## src/hw/pcct_params.svh

```systemverilog
// Constants for the card cycle timing generator: register indices,
// reset values, field positions and bus response codes.
// Assumes it is included by the package user files by its bare name.
`ifndef PCCT_PARAMS_SVH
`define PCCT_PARAMS_SVH
// ----------------------------------------------------------------------
// Register indices (byte address is four times the index)
// ----------------------------------------------------------------------
`define PCCT_IDX_CTRL     6'h00
`define PCCT_IDX_STAT     6'h01
`define PCCT_IDX_SETUP0   6'h3A
`define PCCT_IDX_ACT0     6'h3B
`define PCCT_IDX_RECOV0   6'h3C
`define PCCT_IDX_SETUP1   6'h3D
`define PCCT_IDX_ACT1     6'h3E
`define PCCT_IDX_RECOV1   6'h3F
// ----------------------------------------------------------------------
// Reset values
// ----------------------------------------------------------------------
`define PCCT_RST_CTRL     8'h00
`define PCCT_RST_SETUP    8'h01
`define PCCT_RST_ACT0     8'h06
`define PCCT_RST_ACT1     8'h0F
`define PCCT_RST_RECOV    8'h03
// ----------------------------------------------------------------------
// Field positions and prescale shifts (weights 16, 256, 8192)
// ----------------------------------------------------------------------
`define PCCT_CTRL_SEL0    3
`define PCCT_CTRL_SEL1    7
`define PCCT_SH_W16       4
`define PCCT_SH_W256      8
`define PCCT_SH_W8192     13
// ----------------------------------------------------------------------
// Bus responses
// ----------------------------------------------------------------------
`define PCCT_RESP_OKAY    2'h0
`define PCCT_RESP_SLVERR  2'h2
`endif

```

## src/hw/pcct_pkg.sv

```systemverilog
// Types shared by the card cycle timing generator and its bench.
// Assumes nothing beyond a SystemVerilog compiler.
package pcct_pkg;
    // One timing register: prescale select over a 6-bit multiplier
    typedef struct packed {
        logic [1:0] prescale_weight;
        logic [5:0] multiplier_value;
    } pcct_timing_t;

    // Card command strobes, all active low
    typedef struct packed {
        logic oe_n;
        logic we_n;
        logic iord_n;
        logic iowr_n;
    } pcct_strobe_t;

    typedef enum logic [1:0] {PCCT_K_OE, PCCT_K_WE, PCCT_K_IORD, PCCT_K_IOWR} pcct_kind_t;

    typedef enum logic [1:0] {PCCT_IDLE, PCCT_SETUP, PCCT_ACTIVE, PCCT_RECOV} pcct_state_t;
endpackage

```

## src/hw/pcct_timing.sv

```systemverilog
// Card cycle timing generator with its AXI4-Lite register slave.
// Assumes one 40 MHz clock, an AXI4-Lite master with one access of each
// kind in flight, and a cycle requester on the same clock.
`timescale 1ns/1ps
`default_nettype none
`include "pcct_params.svh"

module pcct_timing (
    input  wire logic                  clk,         // 40 MHz clock
    input  wire logic                  resetn,      // Async reset, low
    input  wire logic [7:0]            awaddr,      // Write address
    input  wire logic [2:0]            awprot,      // Unused
    input  wire logic                  awvalid,     // Write address valid
    output var  logic                  awready,     // Write address ready
    input  wire logic [31:0]           wdata,       // Write data
    input  wire logic [3:0]            wstrb,       // Byte enables
    input  wire logic                  wvalid,      // Write data valid
    output var  logic                  wready,      // Write data ready
    output var  logic [1:0]            bresp,       // Write response
    output var  logic                  bvalid,      // Write response valid
    input  wire logic                  bready,      // Write response ready
    input  wire logic [7:0]            araddr,      // Read address
    input  wire logic [2:0]            arprot,      // Unused
    input  wire logic                  arvalid,     // Read address valid
    output var  logic                  arready,     // Read address ready
    output var  logic [31:0]           rdata,       // Read data
    output var  logic [1:0]            rresp,       // Read response
    output var  logic                  rvalid,      // Read data valid
    input  wire logic                  rready,      // Read data ready
    input  wire logic                  cmd_start,   // Start a card cycle
    input  wire pcct_pkg::pcct_kind_t  cmd_kind,    // Which strobe
    input  wire logic                  cmd_window,  // I/O window 0 or 1
    output var  pcct_pkg::pcct_strobe_t card_strobe, // Card strobes
    output var  logic                  cyc_busy     // Cycle in progress
);

    // ------------------------------------------------------------------
    // State
    // ------------------------------------------------------------------
    pcct_pkg::pcct_timing_t setup_q [2];
    pcct_pkg::pcct_timing_t setup_d [2];
    pcct_pkg::pcct_timing_t act_q   [2];
    pcct_pkg::pcct_timing_t act_d   [2];
    pcct_pkg::pcct_timing_t rec_q   [2];
    pcct_pkg::pcct_timing_t rec_d   [2];
    logic [7:0]             ctrl_q, ctrl_d;
    logic                   aw_full_q, aw_full_d, w_full_q, w_full_d;
    logic [5:0]             aw_idx_q, aw_idx_d;
    logic [7:0]             w_data_q, w_data_d;
    logic                   w_lane_q, w_lane_d;
    logic                   awready_d, wready_d, bvalid_d, arready_d, rvalid_d;
    logic [1:0]             bresp_d, rresp_d;
    logic [31:0]            rdata_d;
    logic                   wr_go;
    pcct_pkg::pcct_state_t  state_q, state_d;
    logic [19:0]            cnt_q, cnt_d;
    logic                   set_q, set_d;
    pcct_pkg::pcct_kind_t   kind_q, kind_d;
    pcct_pkg::pcct_strobe_t strb_d;
    logic                   busy_d;

    // Phase length in cycles minus one: weight times multiplier
    function automatic logic [19:0] pcct_load(input pcct_pkg::pcct_timing_t t);
        logic [19:0] m;
        m = {14'h0000, t.multiplier_value};
        case (t.prescale_weight)
            2'h0:    pcct_load = m;
            2'h1:    pcct_load = m << `PCCT_SH_W16;
            2'h2:    pcct_load = m << `PCCT_SH_W256;
            default: pcct_load = m << `PCCT_SH_W8192;
        endcase
    endfunction

    // Indices that answer OKAY
    function automatic logic pcct_mapped(input logic [5:0] i);
        case (i)
            `PCCT_IDX_CTRL, `PCCT_IDX_STAT, `PCCT_IDX_SETUP0, `PCCT_IDX_ACT0,
            `PCCT_IDX_RECOV0, `PCCT_IDX_SETUP1, `PCCT_IDX_ACT1,
            `PCCT_IDX_RECOV1: pcct_mapped = 1'b1;
            default:          pcct_mapped = 1'b0;
        endcase
    endfunction

    // ------------------------------------------------------------------
    // AXI4-Lite slave
    // ------------------------------------------------------------------
    // Address and data are caught separately so either may come first
    always_comb
    begin
        aw_full_d = aw_full_q;
        w_full_d  = w_full_q;
        aw_idx_d  = aw_idx_q;
        w_data_d  = w_data_q;
        w_lane_d  = w_lane_q;
        bvalid_d  = bvalid;
        bresp_d   = bresp;
        rvalid_d  = rvalid;
        rresp_d   = rresp;
        rdata_d   = rdata;
        wr_go     = aw_full_q && w_full_q && !bvalid;
        if (bvalid && bready)
            bvalid_d = 1'b0;
        if (wr_go)
        begin
            aw_full_d = 1'b0;
            w_full_d  = 1'b0;
            bvalid_d  = 1'b1;
            bresp_d   = pcct_mapped(aw_idx_q) ? `PCCT_RESP_OKAY : `PCCT_RESP_SLVERR;
        end
        if (awvalid && awready)
        begin
            aw_full_d = 1'b1;
            aw_idx_d  = awaddr[7:2];
        end
        if (wvalid && wready)
        begin
            w_full_d = 1'b1;
            w_data_d = wdata[7:0];
            w_lane_d = wstrb[0];
        end
        if (rvalid && rready)
            rvalid_d = 1'b0;
        if (arvalid && arready)
        begin
            rvalid_d = 1'b1;
            rresp_d  = pcct_mapped(araddr[7:2]) ? `PCCT_RESP_OKAY : `PCCT_RESP_SLVERR;
            case (araddr[7:2])
                `PCCT_IDX_CTRL:   rdata_d = {24'h000000, ctrl_q};
                `PCCT_IDX_STAT:   rdata_d = {30'h00000000, ~&card_strobe, cyc_busy};
                `PCCT_IDX_SETUP0: rdata_d = {24'h000000, setup_q[0]};
                `PCCT_IDX_ACT0:   rdata_d = {24'h000000, act_q[0]};
                `PCCT_IDX_RECOV0: rdata_d = {24'h000000, rec_q[0]};
                `PCCT_IDX_SETUP1: rdata_d = {24'h000000, setup_q[1]};
                `PCCT_IDX_ACT1:   rdata_d = {24'h000000, act_q[1]};
                `PCCT_IDX_RECOV1: rdata_d = {24'h000000, rec_q[1]};
                default:          rdata_d = 32'h00000000;
            endcase
        end
        // Ready only while the holding slot is free
        awready_d = !aw_full_d;
        wready_d  = !w_full_d;
        arready_d = !rvalid_d;
    end

    always_ff @(posedge clk or negedge resetn)
    begin
        if (!resetn)
        begin
            aw_full_q <= 1'b0;
            w_full_q  <= 1'b0;
            aw_idx_q  <= 6'h00;
            w_data_q  <= 8'h00;
            w_lane_q  <= 1'b0;
            awready   <= 1'b0;
            wready    <= 1'b0;
            arready   <= 1'b0;
            bvalid    <= 1'b0;
            bresp     <= `PCCT_RESP_OKAY;
            rvalid    <= 1'b0;
            rresp     <= `PCCT_RESP_OKAY;
            rdata     <= 32'h00000000;
        end
        else
        begin
            aw_full_q <= aw_full_d;
            w_full_q  <= w_full_d;
            aw_idx_q  <= aw_idx_d;
            w_data_q  <= w_data_d;
            w_lane_q  <= w_lane_d;
            awready   <= awready_d;
            wready    <= wready_d;
            arready   <= arready_d;
            bvalid    <= bvalid_d;
            bresp     <= bresp_d;
            rvalid    <= rvalid_d;
            rresp     <= rresp_d;
            rdata     <= rdata_d;
        end
    end

    // ------------------------------------------------------------------
    // Register file
    // ------------------------------------------------------------------
    // Writes land at once; a change mid cycle shows at the next phase start
    always_comb
    begin
        setup_d = setup_q;
        act_d   = act_q;
        rec_d   = rec_q;
        ctrl_d  = ctrl_q;
        if (wr_go && w_lane_q)
        begin
            case (aw_idx_q)
                `PCCT_IDX_CTRL:   ctrl_d     = w_data_q;
                `PCCT_IDX_SETUP0: setup_d[0] = w_data_q;
                `PCCT_IDX_ACT0:   act_d[0]   = w_data_q;
                `PCCT_IDX_RECOV0: rec_d[0]   = w_data_q;
                `PCCT_IDX_SETUP1: setup_d[1] = w_data_q;
                `PCCT_IDX_ACT1:   act_d[1]   = w_data_q;
                `PCCT_IDX_RECOV1: rec_d[1]   = w_data_q;
                default:          ;
            endcase
        end
    end

    always_ff @(posedge clk or negedge resetn)
    begin
        if (!resetn)
        begin
            ctrl_q     <= `PCCT_RST_CTRL;
            setup_q[0] <= `PCCT_RST_SETUP;
            setup_q[1] <= `PCCT_RST_SETUP;
            act_q[0]   <= `PCCT_RST_ACT0;
            act_q[1]   <= `PCCT_RST_ACT1;
            rec_q[0]   <= `PCCT_RST_RECOV;
            rec_q[1]   <= `PCCT_RST_RECOV;
        end
        else
        begin
            ctrl_q  <= ctrl_d;
            setup_q <= setup_d;
            act_q   <= act_d;
            rec_q   <= rec_d;
        end
    end

    // ------------------------------------------------------------------
    // Cycle sequencer
    // ------------------------------------------------------------------
    // A count of N+1 is loaded as N and run down to zero, so each phase
    // spans whole clock periods; requests while busy are ignored
    always_comb
    begin
        state_d = state_q;
        cnt_d   = cnt_q;
        set_d   = set_q;
        kind_d  = kind_q;
        case (state_q)
            pcct_pkg::PCCT_IDLE:
                if (cmd_start)
                begin
                    set_d   = cmd_window ? ctrl_q[`PCCT_CTRL_SEL1]
                                         : ctrl_q[`PCCT_CTRL_SEL0];
                    kind_d  = cmd_kind;
                    state_d = pcct_pkg::PCCT_SETUP;
                    cnt_d   = pcct_load(setup_q[set_d]);
                end
            pcct_pkg::PCCT_SETUP:
                if (cnt_q == 20'h00000)
                begin
                    state_d = pcct_pkg::PCCT_ACTIVE;
                    cnt_d   = pcct_load(act_q[set_q]);
                end
                else
                    cnt_d = cnt_q - 20'h00001;
            pcct_pkg::PCCT_ACTIVE:
                if (cnt_q == 20'h00000)
                begin
                    state_d = pcct_pkg::PCCT_RECOV;
                    cnt_d   = pcct_load(rec_q[set_q]);
                end
                else
                    cnt_d = cnt_q - 20'h00001;
            pcct_pkg::PCCT_RECOV:
                if (cnt_q == 20'h00000)
                    state_d = pcct_pkg::PCCT_IDLE;
                else
                    cnt_d = cnt_q - 20'h00001;
            default:
                state_d = pcct_pkg::PCCT_IDLE;
        endcase
        // Strobe low only in the active phase, for the requested kind
        strb_d = 4'hF;
        if (state_d == pcct_pkg::PCCT_ACTIVE)
        begin
            case (kind_d)
                pcct_pkg::PCCT_K_OE:   strb_d.oe_n   = 1'b0;
                pcct_pkg::PCCT_K_WE:   strb_d.we_n   = 1'b0;
                pcct_pkg::PCCT_K_IORD: strb_d.iord_n = 1'b0;
                default:               strb_d.iowr_n = 1'b0;
            endcase
        end
        busy_d = (state_d != pcct_pkg::PCCT_IDLE);
    end

    always_ff @(posedge clk or negedge resetn)
    begin
        if (!resetn)
        begin
            state_q     <= pcct_pkg::PCCT_IDLE;
            cnt_q       <= 20'h00000;
            set_q       <= 1'b0;
            kind_q      <= pcct_pkg::PCCT_K_OE;
            card_strobe <= 4'hF;
            cyc_busy    <= 1'b0;
        end
        else
        begin
            state_q     <= state_d;
            cnt_q       <= cnt_d;
            set_q       <= set_d;
            kind_q      <= kind_d;
            card_strobe <= strb_d;
            cyc_busy    <= busy_d;
        end
    end

    // ------------------------------------------------------------------
    // Checks
    // ------------------------------------------------------------------
    // Helpers: cycles spent in a phase, its loaded count, write history
    logic [19:0] len_q, len_d, ldv_q, ldv_d;
    logic        acted_q, acted_d;

    always_comb
    begin
        len_d   = (state_d != state_q) ? 20'h00000 : len_q + 20'h00001;
        ldv_d   = (state_d != state_q) ? cnt_d : ldv_q;
        acted_d = acted_q || (wr_go && (aw_idx_q == `PCCT_IDX_ACT0 ||
                                        aw_idx_q == `PCCT_IDX_ACT1));
    end

    always_ff @(posedge clk or negedge resetn)
    begin
        if (!resetn)
        begin
            len_q   <= 20'h00000;
            ldv_q   <= 20'h00000;
            acted_q <= 1'b0;
        end
        else
        begin
            len_q   <= len_d;
            ldv_q   <= ldv_d;
            acted_q <= acted_d;
        end
    end

    a_set_select: assert property (@(posedge clk) disable iff (!resetn)
        (state_q == pcct_pkg::PCCT_IDLE && cmd_start) |=>
        set_q == ($past(cmd_window) ? $past(ctrl_q[`PCCT_CTRL_SEL1])
                                    : $past(ctrl_q[`PCCT_CTRL_SEL0])))
        else $error("timing set not taken from window select");
    a_write_immediate: assert property (@(posedge clk) disable iff (!resetn)
        (wr_go && w_lane_q && aw_idx_q == `PCCT_IDX_ACT0) |=> act_q[0] == $past(w_data_q))
        else $error("timing write did not take effect");
    a_setup_length: assert property (@(posedge clk) disable iff (!resetn)
        (state_q == pcct_pkg::PCCT_SETUP && state_d != state_q) |->
        len_q == pcct_load(setup_q[set_q]) || $changed(setup_q[set_q]))
        else $error("setup phase length wrong");
    a_weight_8192: assert property (@(posedge clk) disable iff (!resetn)
        (state_q == pcct_pkg::PCCT_ACTIVE && $past(state_q) == pcct_pkg::PCCT_SETUP &&
         $past(act_q[set_q].prescale_weight) == 2'h3) |->
        cnt_q == {1'b0, $past(act_q[set_q].multiplier_value), 13'h0000})
        else $error("prescale weight 8192 wrong");
    a_mult_range: assert property (@(posedge clk) disable iff (!resetn)
        (state_q == pcct_pkg::PCCT_ACTIVE && $past(state_q) == pcct_pkg::PCCT_SETUP &&
         $past(act_q[set_q].prescale_weight) == 2'h0) |->
        cnt_q == {14'h0000, $past(act_q[set_q].multiplier_value)})
        else $error("multiplier not loaded as is");
    a_active_length: assert property (@(posedge clk) disable iff (!resetn)
        (state_q == pcct_pkg::PCCT_ACTIVE && state_d != state_q) |-> len_q == ldv_q)
        else $error("active phase length wrong");
    a_strobe_phase: assert property (@(posedge clk) disable iff (!resetn)
        (&card_strobe) != (state_q == pcct_pkg::PCCT_ACTIVE))
        else $error("strobe not tied to active phase");
    a_reset_counts: assert property (@(posedge clk) disable iff (!resetn)
        !acted_q |-> (act_q[0] == `PCCT_RST_ACT0 && act_q[1] == `PCCT_RST_ACT1))
        else $error("command count reset value wrong");
    a_min_phase: assert property (@(posedge clk) disable iff (!resetn)
        (state_q != pcct_pkg::PCCT_IDLE && state_d != state_q) |-> cnt_q == 20'h00000)
        else $error("phase left before its count ran out");
    a_recov_length: assert property (@(posedge clk) disable iff (!resetn)
        (state_q == pcct_pkg::PCCT_RECOV && state_d != state_q) |-> len_q == ldv_q)
        else $error("recovery phase length wrong");
    a_phase_order: assert property (@(posedge clk) disable iff (!resetn)
        (state_q == pcct_pkg::PCCT_ACTIVE && state_d != state_q) |=>
        state_q == pcct_pkg::PCCT_RECOV && card_strobe == 4'hF)
        else $error("recovery did not follow active");

endmodule
`default_nettype wire
```

## config.mk

```make
export PLATFORM = sky130hd
export DESIGN_NAME = pcct_timing
export DESIGN_NICKNAME = d
export VERILOG_FILES = /design/src/hw/pcct_pkg.sv /design/src/hw/pcct_timing.sv
export VERILOG_INCLUDE_DIRS = /design/src /design/src/hw
export SDC_FILE = /design/constraint.sdc
export NUM_CORES = 1
export LEC_CHECK = 0
export BUFFER_PORTS_ARGS = -buffer_cell sky130_fd_sc_hd__buf_2
export CAP_MARGIN = 20
export CORE_MARGIN = 4
export CORE_UTILIZATION = 57
export DETAILED_ROUTE_END_ITERATION = 12
export GPL_ROUTABILITY_DRIVEN = 1
export PLACE_DENSITY = 0.88
export SETUP_SLACK_MARGIN = 0.2
export SLEW_MARGIN = 0
export SYNTH_ARGS = -nofsm -noshare
export SYNTH_HDL_FRONTEND = slang
export SYNTH_SLANG_ARGS = --single-unit
```

## constraint.sdc

```tcl
create_clock -name clk -period 2.8 [get_ports clk]
set_input_delay 0.7 -clock clk [delete_from_list [all_inputs] [get_ports clk]]
set_output_delay 0.7 -clock clk [all_outputs]
set_load 0.01 [all_outputs]
```

==> impl_metrics.csv <==
group,metric,value,unit
timing,finClkSkew,0.0112,ns
drt,ant_nets,0,
timing,finalSetupViolations,0,
setup_path,r2r_start,"cnt_q[0]",
synth,ys.warnings.count,0,
finish,fin_nets,807,
setup_path,start_kind,"flop",
clock_tree,ctsResizeCount,0,
power,p_leak,3.40,nW
setup_path,end_kind,"flop",
synth,async_flop_share,1.00,
global_route,grt_pass1_wl,31.4,mm
synth,ys_ff_latch,118,
setup_path,arrival,2.72,ns
floorplan,die_h,118,µm
synth,synthCells,678,
power,switchingPower,2.54,mW
placed_design,io_buffers,51,
setup_path,ff2ff_setup_slack,0.39,ns
clock_tree,clk-insertion-delay-late,0.43,ns
drt,totalWireLength,19.5,mm
power,clkPwrFrac,0.336,
global_route,grt_max_degree,119,
hold_path,hold_class,"in -> async",
setup_path,ff2ff_path_depth,8,
drt,drcViolationCount,0,
timing,finalCritPeriodShare,0.862,
power,sw_frac_of_total,0.349,
floorplan,coreArea,0.0116,mm²
drt,drt_iter0_drc,636,
power,p_int,4.73,mW
drt,detail_route.vias_per_cell,6.72,
synth,synth_edf_count,0,
synth,synth_seq_area_share,0.435,
power,seq_power_share,0.416,
clock_tree,ctsLongestPathBuffers,2,
clock_tree,clk_pin_slew,0.06,ns
setup_path,r2r-end,"cnt_q[12]",
timing,rsz0062_at_grt,"false",
finish,syn2layout_area_growth,15.2,%
power,ir_drop,0.000731,V
floorplan,dieArea,0.0138,mm²
global_route,antenna_found_initial,0,
timing,max_freq,414,MHz
timing,slew_headroom,0.501,
floorplan,ioPinCount,115,
clock_tree,cts_root_buf,"clkbuf_16",
drt,routed-via-count,5997,
clock_tree,cts_tree,"yes",
floorplan,start_util,0.592,
synth,synth_area,0.00684,mm²
power,powerDensity,923,mW/mm²
timing,tns,0,ns
outcome,outcome,"completed",
floorplan,num_rows,39,
floorplan,die_x,118,µm
power,combPwrFrac,0.248,
timing,finalHoldViolCount,0,
global_route,overflow,0,
global_route,grt_usage,0.284,
setup_path,critPathKind,"reg -> reg",
drt,drtPass1Iterations,7,
setup_path,required,3.11,ns
placed_design,place.gp.congestion,1.00,
placed_design,dpl.hpwl,13.3,mm
timing,whs,0.358,ns
finish,diodes,0,
global_route,grt_pass1_vias,5885,
finish,final_cell_mix,"101 x dfrtp_1, 77 x mux2_2, 50 x buf_2",
synth,post_synth.cell_area_avg,10.1,µm²
clock_tree,cts_hold_buf,0,
finish,final_common_cell,"dfrtp_1",
finish,drive_above_1_share,0.288,
synth,synth-main-ff-cell,"dfrtp_1",
timing,slew_viol_final,0,
clock_tree,cts.sinks,118,
flow_run,maxCapViolCount,0,
timing,worst_pin_slew,0.746,ns
drt,drt-wirelength-per-cell,21.9,µm
synth,synth.distinct_cells,72,
clock_tree,cts_max_level,4,
timing,min_period,2.41,ns
clock_tree,post_cts_buffers,0,
clock_tree,numCtsBuffers,17,
setup_path,path_max_fanout,7,
[power by group through the flow]
stage	combinational [mW]	clock [mW]	sequential [mW]
2_1_floorplan	1.41	0	2.70
3_3_place_gp	1.66	0	2.93
3_5_place_dp	1.75	0	3.00
4_1_cts	1.77	2.45	2.99
5_1_grt	1.95	2.56	3.10
6_report	1.80	2.44	3.03
[layer usage]
| layer | share of wire | vias to the layer above | wire length [µm] | GRT usage |
|---|---|---|---|---|
| li1 | - | 2617 | - | - |
| met1 | 0.39 | 2912 | 7640 | 0.375 |
| met2 | 0.46 | 389 | 9080 | 0.455 |
| met3 | 0.11 | 79 | 2170 | 0.0769 |
| met4 | 0.033 | 0 | 650 | 0.103 |
| met5 | 0 | - | 0 | 0 |
[final cells by class]
class / instances / area [µm²]
multi-input combinational: 507 / 3560
sequential: 118 / 2970
inverter: 17 / 63.8
fill: 821 / 3680
tap: 143 / 179
clock inverter: 11 / 196
timing repair buffer: 75 / 450
clock buffer: 21 / 460
[critical path: stages, from the launching register on]
cell,delay (ns)
dfrtp_1,0.41
inv_1,0.11
ha_1,0.23
nor3b_1,0.35
nand3_1,0.39
nor2_1,0.24
o21ai_0,0.10
a211o_1,0.31
a22o_1,0.18
[cell families (layout without fill, tap and decap cells)]
family | count (synthesis) | after routing | share of synthesized area
flops | 118 | 118 | 0.435
mux | 102 | 102 | 0.169
simple gates | 186 | 186 | 0.147
fa+ha+maj | 2 | 2 | 0.00366
buf+inv | 78 | 124 | 0.0611
other cells | 1 | 26 | 0.000548
compound gates | 187 | 187 | 0.179
xor+xnor | 4 | 4 | 0.00512
[state kept, by name, summed over array words and instances (netlist names), 2 cells and up]
name and count:
aw_idx_q 6, setup_q 16, rdata 8, rec_q 16, act_q 16, cnt_q 20, kind_q 2, card_strobe 4
w_data_q 8, state_q 2, ctrl_q 8
[stage by stage]
stage / util / instances / area [µm²] / power, mW / setup slack (ns)
CTS: 0.681 / 892 / 7870 / 7.21 / 0.345
global placement: 0.624 / 860 / 7220 / 4.60 / 0.358
floorplan: - / 703 / 6940 / 4.11 / 0.649
detailed placement: 0.624 / 860 / 7220 / 4.74 / 0.365
finish: 0.681 / 892 / 7880 / 7.27 / 0.387
global route: 0.681 / 892 / 7880 / 7.61 / 0.244
[cell usage after synthesis, types with 9 or more instances]
master    count  share of area
a21oi_1      42          0.031
inv_1        16         0.0088
nor2_1       33          0.018
mux2i_1      22          0.032
a31oi_1       9         0.0082
a221oi_1      9          0.012
o21ai_0      37          0.027
buf_2        10         0.0073
dfstp_2      16          0.061
clkbuf_1     19          0.010
nand3_1      34          0.025
mux2_2       77           0.13
nand2_1      46          0.025
o22ai_1      19          0.017
buf_4        30          0.033
nor3_1       10         0.0073
dfrtp_1     102           0.37
[how the worst max path moves through the flow]
stage / cells past startpoint / from / endpoint
4_1_cts: 6 / set_q / cnt_q[4]
2_1_floorplan: 6 / cmd_window / cnt_q[9]
6_report: 8 / cnt_q[0] / cnt_q[12]
3_3_place_gp: 6 / cmd_window / cnt_q[12]
5_1_grt: 8 / cnt_q[1] / cnt_q[12]
3_5_place_dp: 6 / cmd_window / cnt_q[12]
No activity file was read; power rests on OpenSTA's default activity.
